[config.mk]
export PLATFORM = sky130hd
export DESIGN_NAME = hius_sched
export DESIGN_NICKNAME = d
export VERILOG_FILES = /design/src/hius_pkg.sv /design/src/hius_desc_pack.sv /design/src/hius_sched.sv
export VERILOG_INCLUDE_DIRS = /design/src
export SDC_FILE = /design/constraint.sdc
export NUM_CORES = 1
export LEC_CHECK = 0
export ABC_CLOCK_PERIOD_IN_PS = 6050
export BUFFER_PORTS_ARGS = -buffer_cell sky130_fd_sc_hd__clkbuf_2
export CELL_PAD_IN_SITES_DETAIL_PLACEMENT = 1
export CELL_PAD_IN_SITES_GLOBAL_PLACEMENT = 1
export CORE_MARGIN = 4
export CORE_UTILIZATION = 40
export DETAILED_ROUTE_END_ITERATION = 10
export GPL_ROUTABILITY_DRIVEN = 0
export PLACE_DENSITY = 0.82
export SETUP_SLACK_MARGIN = 0.15
export SLEW_MARGIN = 20
export SYNTH_ARGS = -nofsm -noshare
export SYNTH_HDL_FRONTEND = slang
export SYNTH_HIERARCHICAL = 1
export SYNTH_SLANG_ARGS = --single-unit
[constraint.sdc]
create_clock -name core_clk -period 6.05 [get_ports core_clk]
set_input_delay 1.21 -clock core_clk [delete_from_list [all_inputs] [get_ports core_clk]]
set_output_delay 1.21 -clock core_clk [all_outputs]
set_load 0.05 [all_outputs]
[src/hius_cfg.svh]
// Field positions, widths and reset values for the microframe scheduler
`ifndef HIUS_CFG_SVH
`define HIUS_CFG_SVH

`define HIUS_UFRAMES 8
`define HIUS_COUNT_W 12
`define HIUS_RESULT_W 3
`define HIUS_FRAME_W 5
`define HIUS_FRAME_HI 7
`define HIUS_FRAME_LO 3
`define HIUS_MASK_RESET 8'h00
`define HIUS_COUNT_RESET 12'h000
`define HIUS_RESULT_RESET 3'h0
`define HIUS_RES_ERR_BIT 0
`define HIUS_RES_BABBLE_BIT 1
`define HIUS_RES_UNDERRUN_BIT 2
`define HIUS_W45_MASK_LSB 0
`define HIUS_W45_RES_LSB 8
`define HIUS_W45_CNT0_LSB 32
`define HIUS_W45_CNT1_LSB 44
`define HIUS_W45_CNT2LO_LSB 56
`define HIUS_W67_CNT2HI_LSB 0
`define HIUS_W67_CNT3_LSB 4
`define HIUS_W67_CNT4_LSB 16
`define HIUS_W67_CNT5_LSB 28
`define HIUS_W67_CNT6_LSB 40
`define HIUS_W67_CNT7_LSB 52

`endif

[src/hius_pkg.sv]
// Types shared by the microframe scheduler and its descriptor packer
`include "hius_cfg.svh"
package hius_pkg;
  typedef logic [`HIUS_COUNT_W-1:0] hius_count_t;
  typedef logic [`HIUS_RESULT_W-1:0] hius_result_t;

  // Outcome of one bus transaction, returned by the link side
  typedef struct packed {
    hius_count_t byte_count;
    logic is_in;
    logic xact_err;
    logic babble;
    logic underrun;
    logic halted;
  } hius_done_t;

  typedef enum logic [2:0] {
    HIUS_IDLE = 3'b001,
    HIUS_ISSUE = 3'b010,
    HIUS_WAIT = 3'b100
  } hius_state_t;
endpackage

[src/hius_desc_pack.sv]
// Packs per-microframe counts, results and the activation mask into descriptor words
`timescale 1ns/1ps
`default_nettype none
`include "hius_cfg.svh"
module hius_desc_pack (
  input wire logic [8*`HIUS_COUNT_W-1:0] counts, // Count k at bits 12k+11..12k
  input wire logic [8*`HIUS_RESULT_W-1:0] results, // Result k at bits 3k+2..3k
  input wire logic [7:0] mask, // Activation mask
  output logic [63:0] word_45, // Descriptor words 4 (low) and 5 (high)
  output logic [63:0] word_67 // Descriptor words 6 (low) and 7 (high)
);
  import hius_pkg::*;

  hius_count_t cnt [8];

  always_comb begin
    for (int k = 0; k < 8; k++) begin
      cnt[k] = counts[k*`HIUS_COUNT_W +: `HIUS_COUNT_W];
    end
  end

  always_comb begin
    word_45 = 64'h0000_0000_0000_0000;
    word_45[`HIUS_W45_MASK_LSB +: 8] = mask;
    word_45[`HIUS_W45_RES_LSB +: 8*`HIUS_RESULT_W] = results;
    word_45[`HIUS_W45_CNT0_LSB +: 12] = cnt[0];
    word_45[`HIUS_W45_CNT1_LSB +: 12] = cnt[1];
    word_45[`HIUS_W45_CNT2LO_LSB +: 8] = cnt[2][7:0];
  end

  always_comb begin
    word_67 = 64'h0000_0000_0000_0000;
    word_67[`HIUS_W67_CNT2HI_LSB +: 4] = cnt[2][11:8];
    word_67[`HIUS_W67_CNT3_LSB +: 12] = cnt[3];
    word_67[`HIUS_W67_CNT4_LSB +: 12] = cnt[4];
    word_67[`HIUS_W67_CNT5_LSB +: 4] = cnt[5][3:0];
    word_67[`HIUS_W67_CNT5_LSB+4 +: 8] = cnt[5][11:4];
    word_67[`HIUS_W67_CNT6_LSB +: 12] = cnt[6];
    word_67[`HIUS_W67_CNT7_LSB +: 12] = cnt[7];
  end
endmodule
`default_nettype wire

[src/hius_sched.sv]
// High-speed interrupt microframe scheduler with per-microframe result storage
`timescale 1ns/1ps
`default_nettype none
`include "hius_cfg.svh"
module hius_sched (
  input wire logic core_clk, // 20 MHz clock
  input wire logic reset, // Asynchronous, active high
  input wire logic [7:0] descriptor_word2, // Low byte of descriptor word 2
  input wire logic [7:0] mask_set, // Software mask bit set, one-cycle pulse
  input wire logic halt_clear, // Software clears halt, one-cycle pulse
  input wire logic [4:0] bus_frame, // Current bus frame number
  input wire logic usof_strobe, // Start of microframe, one-cycle pulse
  input wire logic [2:0] usof_index, // Microframe number within the frame
  output logic txn_req, // Issue a transaction, one-cycle pulse
  output logic [2:0] txn_uframe, // Microframe of the issued transaction
  input wire logic txn_done, // Transaction finished, one-cycle pulse
  input wire hius_pkg::hius_done_t txn_result, // Outcome, valid with txn_done
  output logic busy, // A transaction is outstanding
  output logic [7:0] uframe_activation_mask, // Activation mask
  output logic halt, // Descriptor halted
  output logic [63:0] word_45, // Descriptor words 4 and 5 image
  output logic [63:0] word_67 // Descriptor words 6 and 7 image
);
  import hius_pkg::*;

  hius_state_t state;
  hius_count_t cnt [8];
  hius_result_t res [8];
  logic [2:0] pend;
  logic [4:0] desc_frame;
  logic frame_match;
  logic launch;
  logic accept;
  logic [7:0] hw_clear;
  logic [8*`HIUS_COUNT_W-1:0] counts_flat;
  logic [8*`HIUS_RESULT_W-1:0] results_flat;

  function automatic logic [7:0] uframe_bit(input logic [2:0] idx);
    uframe_bit = 8'h01 << idx;
  endfunction

  // Frame field; a microframe is serviced only when it equals bus_frame, then gated by the mask
  assign desc_frame = descriptor_word2[`HIUS_FRAME_HI:`HIUS_FRAME_LO];
  assign frame_match = (desc_frame == bus_frame);
  assign launch = (state == HIUS_IDLE) && usof_strobe && frame_match && !halt
    && ((uframe_activation_mask & uframe_bit(usof_index)) != 8'h00);
  assign accept = (state == HIUS_WAIT) && txn_done;
  assign hw_clear = accept ? uframe_bit(pend) : 8'h00;
  assign busy = (state != HIUS_IDLE);

  // Strobes arriving while a transaction is pending are dropped on purpose
  always_ff @(posedge core_clk or posedge reset) begin
    if (reset) begin
      state <= HIUS_IDLE;
    end else begin
      case (state)
        HIUS_IDLE: begin
          if (launch) begin
            state <= HIUS_ISSUE;
          end
        end
        HIUS_ISSUE: begin
          state <= HIUS_WAIT;
        end
        HIUS_WAIT: begin
          if (txn_done) begin
            state <= HIUS_IDLE;
          end
        end
        default: begin
          state <= HIUS_IDLE;
        end
      endcase
    end
  end

  always_ff @(posedge core_clk or posedge reset) begin
    if (reset) begin
      pend <= 3'h0;
      txn_req <= 1'b0;
      txn_uframe <= 3'h0;
    end else begin
      txn_req <= launch;
      if (launch) begin
        pend <= usof_index;
        txn_uframe <= usof_index;
      end
    end
  end

  // A software set in the same cycle as the hardware clear wins
  always_ff @(posedge core_clk or posedge reset) begin
    if (reset) begin
      uframe_activation_mask <= `HIUS_MASK_RESET;
    end else begin
      uframe_activation_mask <= (uframe_activation_mask & ~hw_clear) | mask_set;
    end
  end

  always_ff @(posedge core_clk or posedge reset) begin
    if (reset) begin
      halt <= 1'b0;
    end else if (accept && txn_result.halted) begin
      halt <= 1'b1;
    end else if (halt_clear) begin
      halt <= 1'b0;
    end
  end

  // Only the serviced microframe is touched; all others hold
  always_ff @(posedge core_clk or posedge reset) begin
    if (reset) begin
      for (int k = 0; k < 8; k++) begin
        cnt[k] <= `HIUS_COUNT_RESET;
        res[k] <= `HIUS_RESULT_RESET;
      end
    end else if (accept) begin
      cnt[pend] <= txn_result.byte_count;
      res[pend][`HIUS_RES_ERR_BIT] <= txn_result.xact_err;
      res[pend][`HIUS_RES_BABBLE_BIT] <= txn_result.babble && txn_result.is_in;
      res[pend][`HIUS_RES_UNDERRUN_BIT] <= txn_result.underrun && !txn_result.is_in;
    end
  end

  always_comb begin
    for (int k = 0; k < 8; k++) begin
      counts_flat[k*`HIUS_COUNT_W +: `HIUS_COUNT_W] = cnt[k];
      results_flat[k*`HIUS_RESULT_W +: `HIUS_RESULT_W] = res[k];
    end
  end

  hius_desc_pack u_pack (
    .counts(counts_flat),
    .results(results_flat),
    .mask(uframe_activation_mask),
    .word_45(word_45),
    .word_67(word_67)
  );

  issue_on_mask_a: assert property (
    @(posedge core_clk) disable iff (reset)
    (state == HIUS_IDLE && usof_strobe && frame_match && !halt
      && uframe_activation_mask[usof_index])
    |=> (txn_req && txn_uframe == $past(usof_index)))
    else $error("masked microframe not issued");

  no_issue_unmasked_a: assert property (
    @(posedge core_clk) disable iff (reset)
    txn_req |-> $past(uframe_activation_mask[usof_index]) && $past(usof_strobe))
    else $error("transaction issued without mask bit");

  frame_gate_a: assert property (
    @(posedge core_clk) disable iff (reset)
    (usof_strobe && desc_frame != bus_frame) |=> !txn_req)
    else $error("transaction issued in unmatched frame");

  mask_clear_a: assert property (
    @(posedge core_clk) disable iff (reset)
    (accept && !mask_set[pend]) |=> !uframe_activation_mask[$past(pend)])
    else $error("serviced mask bit not cleared");

  mask_rise_a: assert property (
    @(posedge core_clk) disable iff (reset)
    ((uframe_activation_mask & ~$past(uframe_activation_mask)) & ~$past(mask_set)) == 8'h00)
    else $error("mask bit set by hardware");

  mask_fall_a: assert property (
    @(posedge core_clk) disable iff (reset)
    (!accept) |=> (($past(uframe_activation_mask) & ~uframe_activation_mask) == 8'h00))
    else $error("mask bit cleared without servicing");

  count_write_a: assert property (
    @(posedge core_clk) disable iff (reset)
    accept |=> cnt[$past(pend)] == $past(txn_result.byte_count))
    else $error("byte count not stored");

  error_bit_a: assert property (
    @(posedge core_clk) disable iff (reset)
    accept |=> res[$past(pend)][0] == $past(txn_result.xact_err))
    else $error("transaction error bit wrong");

  babble_in_a: assert property (
    @(posedge core_clk) disable iff (reset)
    (accept && !txn_result.is_in) |=> !res[$past(pend)][1])
    else $error("babble reported on OUT");

  underrun_out_a: assert property (
    @(posedge core_clk) disable iff (reset)
    (accept && txn_result.is_in) |=> !res[$past(pend)][2])
    else $error("underrun reported on IN");

  result_after_done_a: assert property (
    @(posedge core_clk) disable iff (reset)
    (results_flat != $past(results_flat)) |-> $past(accept))
    else $error("result written before completion");

  fields_hold_a: assert property (
    @(posedge core_clk) disable iff (reset)
    !accept |=> $stable(counts_flat) && $stable(results_flat))
    else $error("unserviced fields changed");

  halt_set_a: assert property (
    @(posedge core_clk) disable iff (reset)
    (accept && txn_result.halted) |=> halt ##1 !txn_req)
    else $error("halt not taken");

  halt_block_a: assert property (
    @(posedge core_clk) disable iff (reset)
    halt |=> !txn_req)
    else $error("issued while halted");

  split_nibble_a: assert property (
    @(posedge core_clk) disable iff (reset)
    word_67[31:28] == cnt[5][3:0] && word_67[3:0] == cnt[2][11:8])
    else $error("straddled count misplaced");

  cnt2_low_a: assert property (
    @(posedge core_clk) disable iff (reset)
    word_45[63:56] == cnt[2][7:0])
    else $error("count 2 low byte misplaced");

  result_pack_a: assert property (
    @(posedge core_clk) disable iff (reset)
    word_45[31:29] == res[7] && word_45[10:8] == res[0])
    else $error("result fields misplaced");
endmodule
`default_nettype wire

-- Word level (Yosys, flattened, before mapping)
Index checks and enable logic that the tools add are counted.
- input port bits: 46
- logic and storage cells: 69
- register bits after elaboration: 136
- output and inout bits: 142
- reductions and logical operators: 14
- order comparisons: 2
- bitwise gates (word level): 5
- shift operators: 2
- muxes and demuxes: 18
- equal/unequal tests: 7
- operator list (kind ; number):
    bitwise mux 96 bit ; 1
    bitwise mux 24 bit ; 3
    demux 12 bit (select 3 bit) ; 1
    demux 3 bit (select 3 bit) ; 3
    bitwise AND 8 bit ; 2
    << shifter 1 x 3 -> 8 bit (first input constant) ; 2
    two-way mux 12 bit ; 1
    logical AND 1 bit ; 9
    two-way mux 3 bit ; 3
    case mux 3 bit (3 select lines) ; 1
    two-way mux 8 bit ; 1
    NOT 8 bit ; 1
    OR 8 bit ; 1
    nonzero test 8 bit ; 1
    == test 5 bit ; 1
    greater-or-equal comparator 4 bit (second input constant) ; 1
    less-than comparator 4 x 1 -> 1 bit (second input constant) ; 1
    inequality test 2 bit (second input constant) ; 2
    NOT 3 -> 4 bit ; 1
    == test 3 x 1 -> 1 bit (second input constant) ; 1
    == test 3 x 2 -> 1 bit (second input constant) ; 1
    == test 3 bit (second input constant) ; 1
    two-way mux 1 bit ; 3
    inequality test 3 x 1 -> 1 bit (second input constant) ; 1
    4 further kinds ; 5

-- Logic depth before layout (Yosys ltp)
Gate-level depths: netlist of the first run.
- depth in word-level cells: 8
- gate-level depth with buffers: 6
- mapped depth without buffers: 4

-- Modules after synthesis
The synthesis of the first run kept the hierarchy.
- by module, submodules not included (module ; instances ; cells an instance ; seq. area each (sq um) ; area each (sq um)):
    hius_sched ; 1 ; 332 ; 3404.5 ; 5320.1
    hius_desc_pack ; 1 ; 128 ; 0.0 ; 960.9

-- Worst setup path before layout of the first run
Ideal clock, no wire load.
- path type: input -> register
- start: in txn_done
- end: reg cnt[48] in the netlist's numbering
- setup time: 0.125 ns
- setup slack: 3.555 ns
- data arrival time: 2.370 ns
- data required time: 5.925 ns
- buffers on the path: 1
- cell stages on the path: 5
- cell sequence: and4bb_2 > nand2_1 > nor2_2 > buf_4 > mux2_2
- longest elaborated chain between the ends: 1
- ends and longest elaborated chain (what ; line ; text):
    from (decl) ; hius_sched.sv:16 ; input wire logic txn_done,
    logical AND 1 bit ; hius_sched.sv:47 ; assign accept = (state == HIUS_WAIT) && txn_done;
    to (signal, indexed assignment) ; hius_sched.sv:114 ; cnt[k] <= `HIUS_COUNT_RESET;
    to (signal, indexed assignment) ; hius_sched.sv:118 ; cnt[pend] <= txn_result.byte_count;
    to (decl) ; hius_sched.sv:27 ; hius_count_t cnt [8];
No other way between the ends.
A chain may end at the register's enable or synchronous reset.

-- Final worst setup path of the first run
- start: in txn_done
- end: reg cnt[57] in the netlist's numbering
The elaborated chain is that of the path after synthesis.

==> results of run 1 <==
## power breakdown
group          leakage, nW  total, mW  internal [mW]  switching, mW
Clock                0.283       1.03          0.620          0.406
Sequential            1.85      0.934          0.917         0.0169
Combinational         1.69      0.106         0.0285         0.0775
## final cells by class
cell class	instances	share of cell area, %
Multi-Input combinational cell	175	25.4
Timing Repair Buffer	185	13.3
Inverter	7	0.447
Tap cell	211	3.78
Clock buffer	18	6.28
Clock inverter	14	2.09
Sequential cell	136	48.7
## how the worst max path moves through the flow
stage,start,endpoint,depth (start not counted)
global route,txn_done,cnt[58],5
global placement,txn_done,cnt[55],5
floorplan,reset,cnt[0],1
finish,txn_done,cnt[57],5
CTS,txn_done,cnt[57],5
detailed placement,txn_done,cnt[57],5
## worst max-delay path: stages
cell and delay [ns]:
clkbuf_2 0.08, and4bb_2 0.28, nand2_1 0.14, nor2_2 0.86
mux2_2 0.44
## cells in the mapped netlist
cell type and count:
o21ai_0 1, dfrtp_1 135, buf_2 3, a21o_1 4, nor2_1 6, nor2b_1 4
inv_1 7, nor3_1 1, nand2_1 5, nand2_2 3, o2bb2ai_1 1, o21bai_1 4
mux2_2 123, nor3_4 1, nor2_2 1, mux2i_1 1, buf_6 5, and2_1 2
nand4_1 2, and3_1 2, buf_4 133, nand2b_1 1, dfstp_2 1, clkbuf_1 1
xnor2_1 5, nor4_4 1, and4bb_2 1, nand3_4 1, mux4_1 1, mux2_1 1
o22ai_1 1, nor4_1 2
## logic make-up (layout without fill, tap and decap cells)
kind of cell / Yosys count / count (layout) / share of synthesized area, %
buffers and inverters: 149 / 224 / 17.5
DFF: 136 / 136 / 54.2
muxes: 126 / 126 / 22.8
and+or+nand+nor: 33 / 33 / 3.51
AOI/OAI and AO/OA: 11 / 11 / 1.27
xor gates and xnor gates: 5 / 5 / 0.697
## sequential cells by signal, summed over array words and instances (netlist names)
name                    count
txn_req                     1
uframe_activation_mask      8
halt                        1
state                       3
pend                        3
res                        24
cnt                        96
## stage by stage
step	setup slack [ns]	util, %
4_1_cts	3.28	45.6
3_5_place_dp	2.84	41.8
2_1_floorplan	1.20	-
3_3_place_gp	2.91	41.8
6_report	3.33	45.6
5_1_grt	3.24	45.6
## metal layers
layer / up-vias / wire [um] / GRT usage, %
li1: 1559 / - / -
met1: 1754 / 5820 / 19.8
met5: - / 0 / 0
met4: 0 / 227 / 5.03
met3: 21 / 1070 / 6.19
met2: 128 / 7530 / 29.0
==> results.toml, run 1 <==
[run_status]
status = "completed"

[worst_setup_path]
cp.required_ns = 6.34
r2r_cells = 4
critical_path_arrival_ns = 3.01
startpoint_type = "input port"
cp-end-kind = "flip-flop"
path_max_fanout = 16
rrSetupSlack_ns = 3.74
timing.rr.start = "state[1]"
rr_endpoint = "cnt[57]"
path_class = "in2reg"

[pwr]
power_density_nw_per_um2 = 296
power_mw = 2.07
worst_ir_drop_vdd_mv = 0.164
p_leak_nw = 3.83

[routing]
ant_nets = 0
drt-wirelength-per-cell_um = 19.6
drtIter0Drc = 111
dr.pass1.iters = 4
wirelength_um = 14700
drc_errors = 0
drt-vias-per-instance = 4.64
vias = 3462

[timing]
period_share_pct = 45.0
worstMarginPinSlew_ns = 1.09
rsz0062_at_grt = "no"
hold_slack_ns = 0.505
fmax_ghz = 0.367
maxSlewViolCount = 0
final-hold-violation-count = 0
slew_headroom_pct = 27.2
setup_tns_ns = 0
setup_viol = 0
fin_crit_ns = 2.72
finClkSkew_ns = 0.00543

[grt]
grt_pass1_vias = 3987
grt_use_total_pct = 16.9
grt_pass1_wl_um = 23000
grt_max_degree = 74
antenna_found_initial = 0
grt_overflow = 0

[clock_network]
cts_resized = 0
cts_hold_buf = 0
cts_tree = "built"
clock_latency_ns = 0.41
clk_pin_slew_ns = 0.06
cts_made_buffers = 17
post_cts.repair.setup_buffers = 0
clockRootBuffer = "clkbuf_16"
cts_buffer_depth = 2
htreeDepth = 4
clock_sinks = 136

[synth]
synth_cells = 460
syn_area_um2 = 6280
synth_area_leaders = "dfrtp_1 (54%), mux2_2 (22%), buf_4 (16%), buf_6 (0.90%), xnor2_1 (0.70%)"
ys_seq_elements = 136
synth_cell_types = 32
syn_area_per_cell_um2 = 13.7
ys_warn_count = 6
yosysSeqAreaShare_pct = 54.2
netlist.area_leader.share_pct = 53.8
synth_nets = 506
yosysTopAreaCell = "dfrtp_1"

[cells_and_area]
stdcell_area_um2 = 6990
mostFrequentLayoutCells = "clkbuf_2 (184), dfrtp_1 (135), mux2_2 (123)"
multi_input_area_um2 = 1780
fin_nets = 568
regArea_um2 = 3400
num-fill-cells = 1637
final_common_cell = "clkbuf_2"
finalNonFillerCells = 746
drive_gt1_share_pct = 65.4
diodes = 0
area_growth_pct = 11.3

[min_path]
min_path_type = "reg2reg"
worstHoldPathCells = 1
holdPathEnd = "cnt[26]"
hp-start = "cnt[26]"

[placed_design]
portBuffers = 184
hpwl_um = 10500
place_area_um2 = 6400
dp.cells = 714

[floorplanning]
die_w_um = 133
die_area_um2 = 17800
ioPinCount = 188
start_util_pct = 41.0
die_height_um = 133
rows = 45
fp.coreArea_um2 = 15300

[job]
max_cap_violations = 0
(Power assumes the default switching activity.)
==> inputs of run 2 (changes only) <==
- ABC_CLOCK_PERIOD_IN_PS: 6050 -> 2700
- clock period: 6.05 -> 2.7 ns (I/O delays scaled with it)
==> run 2 against run 1 <==
  * Wire length is 0.87% higher
  * Worst setup slack worse by 2.7 ns
  * Die area stayed put
  * Hold slack worse by 0.22 ns
  * Total power is 130% higher
  * Combinational power is 130% higher
  * Critical path type is now reg2reg
  * Critical endpoint is now cnt[38]
  * Largest power group unchanged
==> results.toml, run 2 (synthesis results as in run 1) <==
[run_status]
status = "completed"

[timing]
worstMarginPinSlew_ns = 0.773
slew_headroom_pct = 48.4
period_share_pct = 77.3
fin_crit_ns = 2.09
maxSlewViolCount = 0
setup_viol = 0
final-hold-violation-count = 0
finClkSkew_ns = 0.0105
setup_tns_ns = 0
fmax_ghz = 0.479
rsz0062_at_grt = "no"

[placed_design]
place_area_um2 = 6480
portBuffers = 184
hpwl_um = 10300

[worst_setup_path]
startpoint_type = "flip-flop"
path_max_fanout = 16
cp.required_ns = 2.99
cp-end-kind = "flip-flop"
critical_path_arrival_ns = 2.38
path_class = "reg2reg"

[grt]
grt_pass1_wl_um = 23400
grt_max_degree = 137
grt_pass1_vias = 3938
grt_use_total_pct = 17.3
grt_overflow = 0
antenna_found_initial = 0

[pwr]
worst_ir_drop_vdd_mv = 0.399
p_leak_nw = 3.88
power_density_nw_per_um2 = 675

[clock_network]
cts_tree = "built"
cts_resized = 0
cts_buffer_depth = 2
clockRootBuffer = "clkbuf_16"
htreeDepth = 4
clock_latency_ns = 0.42
clk_pin_slew_ns = 0.06
cts_made_buffers = 17
cts_hold_buf = 0
post_cts.repair.setup_buffers = 0
clock_sinks = 136

[floorplanning]
die_height_um = 133
rows = 45
die_area_um2 = 17800
start_util_pct = 41.0
ioPinCount = 188
fp.coreArea_um2 = 15300
die_w_um = 133

[cells_and_area]
mostFrequentLayoutCells = "clkbuf_2 (184), dfrtp_1 (135), mux2_2 (123)"
final_common_cell = "clkbuf_2"
stdcell_area_um2 = 7100
drive_gt1_share_pct = 65.9
reg_top3 = "cnt x96, res x24, uframe_activation_mask x8"
regMostFlops = "cnt"
largest_register_ffs = 96
area_growth_pct = 13.1
fin_nets = 576
diodes = 0

[routing]
dr.pass1.iters = 2
wirelength_um = 14800
ant_nets = 0
drt-wirelength-per-cell_um = 19.6
drt-vias-per-instance = 4.70
drc_errors = 0
vias = 3547
drtIter0Drc = 113

[min_path]
min_path_type = "in2async"

[job]
max_cap_violations = 0
## run 2: cell count changes in the layout (fill, tap and decap cells not counted), sizes merged
cell / before / now
buf: 1 / 9
clkinvlp: 3 / 5
clkbuf: 202 / 201
inv: 10 / 8
clkinv: 6 / 5
bufinv: 2 / 4
## run 2: layout make-up
cell class | instances | area, um2
clock buffer | 17 | 425
clock inverter | 15 | 200
fill | 1608 | 8210
inverter | 7 | 30.0
multi-input combinational | 175 | 1780
sequential | 136 | 3400
tap | 211 | 264
timing repair buffer | 193 | 1000
## run 2: worst max-delay path: stages (launching register included)
cell,delay [ns]
dfstp_2,0.56
and4bb_2,0.29
and2_1,0.25
nand2_2,0.45
mux2_2,0.40
## run 2: power breakdown
part / switching, mW / internal, mW
logic: 0.182 / 0.0659
clock network: 0.909 / 1.55
registers: 0.0368 / 2.06
## run 2: per-layer routing
layer | vias up | track usage [%] | wire [um]
met1 | 1841 | 20.3 | 6000
met4 | 0 | 5.60 | 225
met3 | 19 | 5.48 | 834
met2 | 116 | 30.2 | 7720
met5 | - | 0 | 0
li1 | 1571 | - | -
## run 2: worst paths after layout
check,end,slack [ns],start,cells after the start
min reg2reg,cnt[3],0.51,cnt[3],1
max in group asynchronous,cnt[35],1.79,reset,3
min,halt,0.28,reset,3
min in group core_clk,halt,0.30,halt_clear,2
max,cnt[38],0.61,state[0],4
max reg2reg,cnt[38],0.61,state[0],4
## run 2: metrics by stage
step | instances | power [mW] | utilization, % | setup slack (ns) | hold slack [ns]
detailed placement | 722 | 2.38 | 42.3 | 0.532 | 0.492
floorplan | 460 | 2.28 | - | 0.468 | 0.459
CTS | 754 | 4.86 | 46.4 | 0.598 | 0.280
global placement | 722 | 2.37 | 42.3 | 0.568 | 0.471
finish | 754 | 4.80 | 46.4 | 0.612 | 0.284
global route | 754 | 4.99 | 46.4 | 0.551 | 0.286
==> inputs of run 3 (changes only) <==
- ABC_CLOCK_PERIOD_IN_PS: 2700 -> 2000
- clock period: 2.7 -> 2 ns (I/O delays scaled with it)
==> run 3 against run 2 <==
  * Non-clock buffer count is 15 higher
  * Sequential power is 35% higher
  * Utilization is 1.5 points higher
  * Clock power is 36% higher
  * Wire length is 2.0% higher
  * Combinational power is 49% higher
  * Largest cell class unchanged
  * Clock-buffer cell count is 1 higher
  * Sequential cell count stayed put
  * Cell count is 2.0% higher
  * Maximum frequency is 17% higher
  * First-iteration DRC count is 9.7% higher
==> results.toml, run 3 (synthesis results as in run 1) <==
[floorplanning]
die_area_um2 = 17800
fp.coreArea_um2 = 15300
ioPinCount = 188
rows = 45
die_w_um = 133
die_height_um = 133
start_util_pct = 41.0

[routing]
vias = 3597
drtIter0Drc = 124
drc_errors = 0
dr.pass1.iters = 4
drt-wirelength-per-cell_um = 19.6
ant_nets = 0
wirelength_um = 15100
drt-vias-per-instance = 4.68

[timing]
hold_slack_ns = 0.100
setup_tns_ns = 0
setup_viol = 0
finClkSkew_ns = 0.00929
maxSlewViolCount = 0
fin_crit_ns = 1.79
final-hold-violation-count = 0
worstMarginPinSlew_ns = 0.523
setup_ws_ns = 0.209
period_share_pct = 89.6
rsz0062_at_grt = "yes"
slew_headroom_pct = 65.0
fmax_ghz = 0.558

[clock_network]
clk_pin_slew_ns = 0.06
cts_hold_buf = 0
cts_made_buffers = 17
cts_tree = "built"
clock_latency_ns = 0.41
clock_sinks = 136
clockRootBuffer = "clkbuf_16"
htreeDepth = 4
cts_buffer_depth = 2

[grt]
antenna_found_initial = 0
grt_pass1_vias = 3937
grt_pass1_wl_um = 23200
grt_use_total_pct = 17.3
grt_max_degree = 70
grt_overflow = 0

[cells_and_area]
final_common_cell = "clkbuf_2"
mostFrequentLayoutCells = "clkbuf_2 (184), dfrtp_1 (134), mux2_2 (123)"
area_growth_pct = 16.7
largest_register_ffs = 96
num-fill-cells = 1650
diodes = 0
multi_input_area_um2 = 1800
regMostFlops = "cnt"
finalNonFillerCells = 769
reg_top3 = "cnt x96, res x24, uframe_activation_mask x8"
drive_gt1_share_pct = 67.4
fin_nets = 591
regArea_um2 = 3410
postLayoutCoreUtil_pct = 47.8
stdcell_area_um2 = 7330

[worst_setup_path]
cp.required_ns = 2.30
rr_endpoint = "cnt[80]"
critPathMaxStageDelay_ns = 0.41
path_class = "reg2reg"
startpoint_type = "flip-flop"
path_max_fanout = 9
rrSetupSlack_ns = 0.21
r2r_cells = 5
critical_path_arrival_ns = 2.09
cp_cell_sequence = "and4bb_4 -> buf_4 -> and3_1 -> buf_4 -> mux2_2"
cp-end-kind = "flip-flop"
crit_top_cell = "buf_4"
timing.rr.start = "state[1]"
slowest_stage = "dfrtp_1"

[placed_design]
portBuffers = 184
pre_cts_ws_ns = 0.0281
hpwl_um = 10900
dp.cells = 731
place_area_um2 = 6580

[pwr]
worst_ir_drop_vdd_mv = 0.589
p_int_mw = 5.01
p_comb_share_pct = 5.6
p_leak_nw = 4.01
p_sw_mw = 1.53
p_sw_share_pct = 23.4
power_density_nw_per_um2 = 892
p_clk_share_pct = 51.1
power_mw = 6.54
power_frac_seq_pct = 43.2

[job]
max_cap_violations = 0

[min_path]
min_path_type = "in2async"

[run_status]
status = "completed"
==> run 3: changes by cell type in the layout (fill, tap and decap cells not counted), sizes merged <==
cell      change
buf          +15
clkbuf        +1
clkinvlp      -1
==> run 3: final cells by class <==
class / instances / area share, %
Timing Repair Buffer: 208 / 16.3
Clock buffer: 18 / 5.99
Multi-Input combinational cell: 175 / 24.6
Clock inverter: 14 / 2.68
Sequential cell: 136 / 46.5
Inverter: 7 / 0.410
Tap cell: 211 / 3.60
==> run 3: power groups by stage <==
stage                     sequential [mW]  combinational (mW)  clock [mW]
after floorplan                      2.92               0.158           0
after global placement               2.87               0.343           0
after detailed placement             2.87               0.360           0
after CTS                            2.82               0.365        3.42
after global routing                 2.83               0.397        3.60
final                                2.82               0.369        3.34
==> run 3: metal layers <==
layer	GRT usage (%)	up-vias	wire length (um)
met5	0	-	0
met4	5.54	0	233
met3	5.97	16	860
met2	29.7	119	7820
met1	20.5	1848	6160
li1	-	1614	-
==> run 3: worst max-delay path, delay by kind of cell (launching register included) <==
| kind | cells | cell delay [ns] |
|---|---|---|
| multiplexers | 1 | 0.36 |
| flip-flops | 1 | 0.41 |
| AND/OR/NAND/NOR | 2 | 0.55 |
| buffers and inverters | 2 | 0.34 |
==> run 3: repair_timing <==
item,CTS,global route
cloned,0,1
resized for setup,4,10
setup endpoints to repair,58,54
buffers inserted,2,3
==> run 3: worst max path at each step <==
stage             start       to  slack [ns]
6_report       state[1]  cnt[80]        0.21
5_1_grt        state[2]  pend[0]        0.15
4_1_cts         pend[0]  cnt[80]        0.16
3_5_place_dp   txn_done   cnt[3]        0.03
3_3_place_gp   txn_done   cnt[2]        0.12
2_1_floorplan     reset   cnt[0]       -0.09
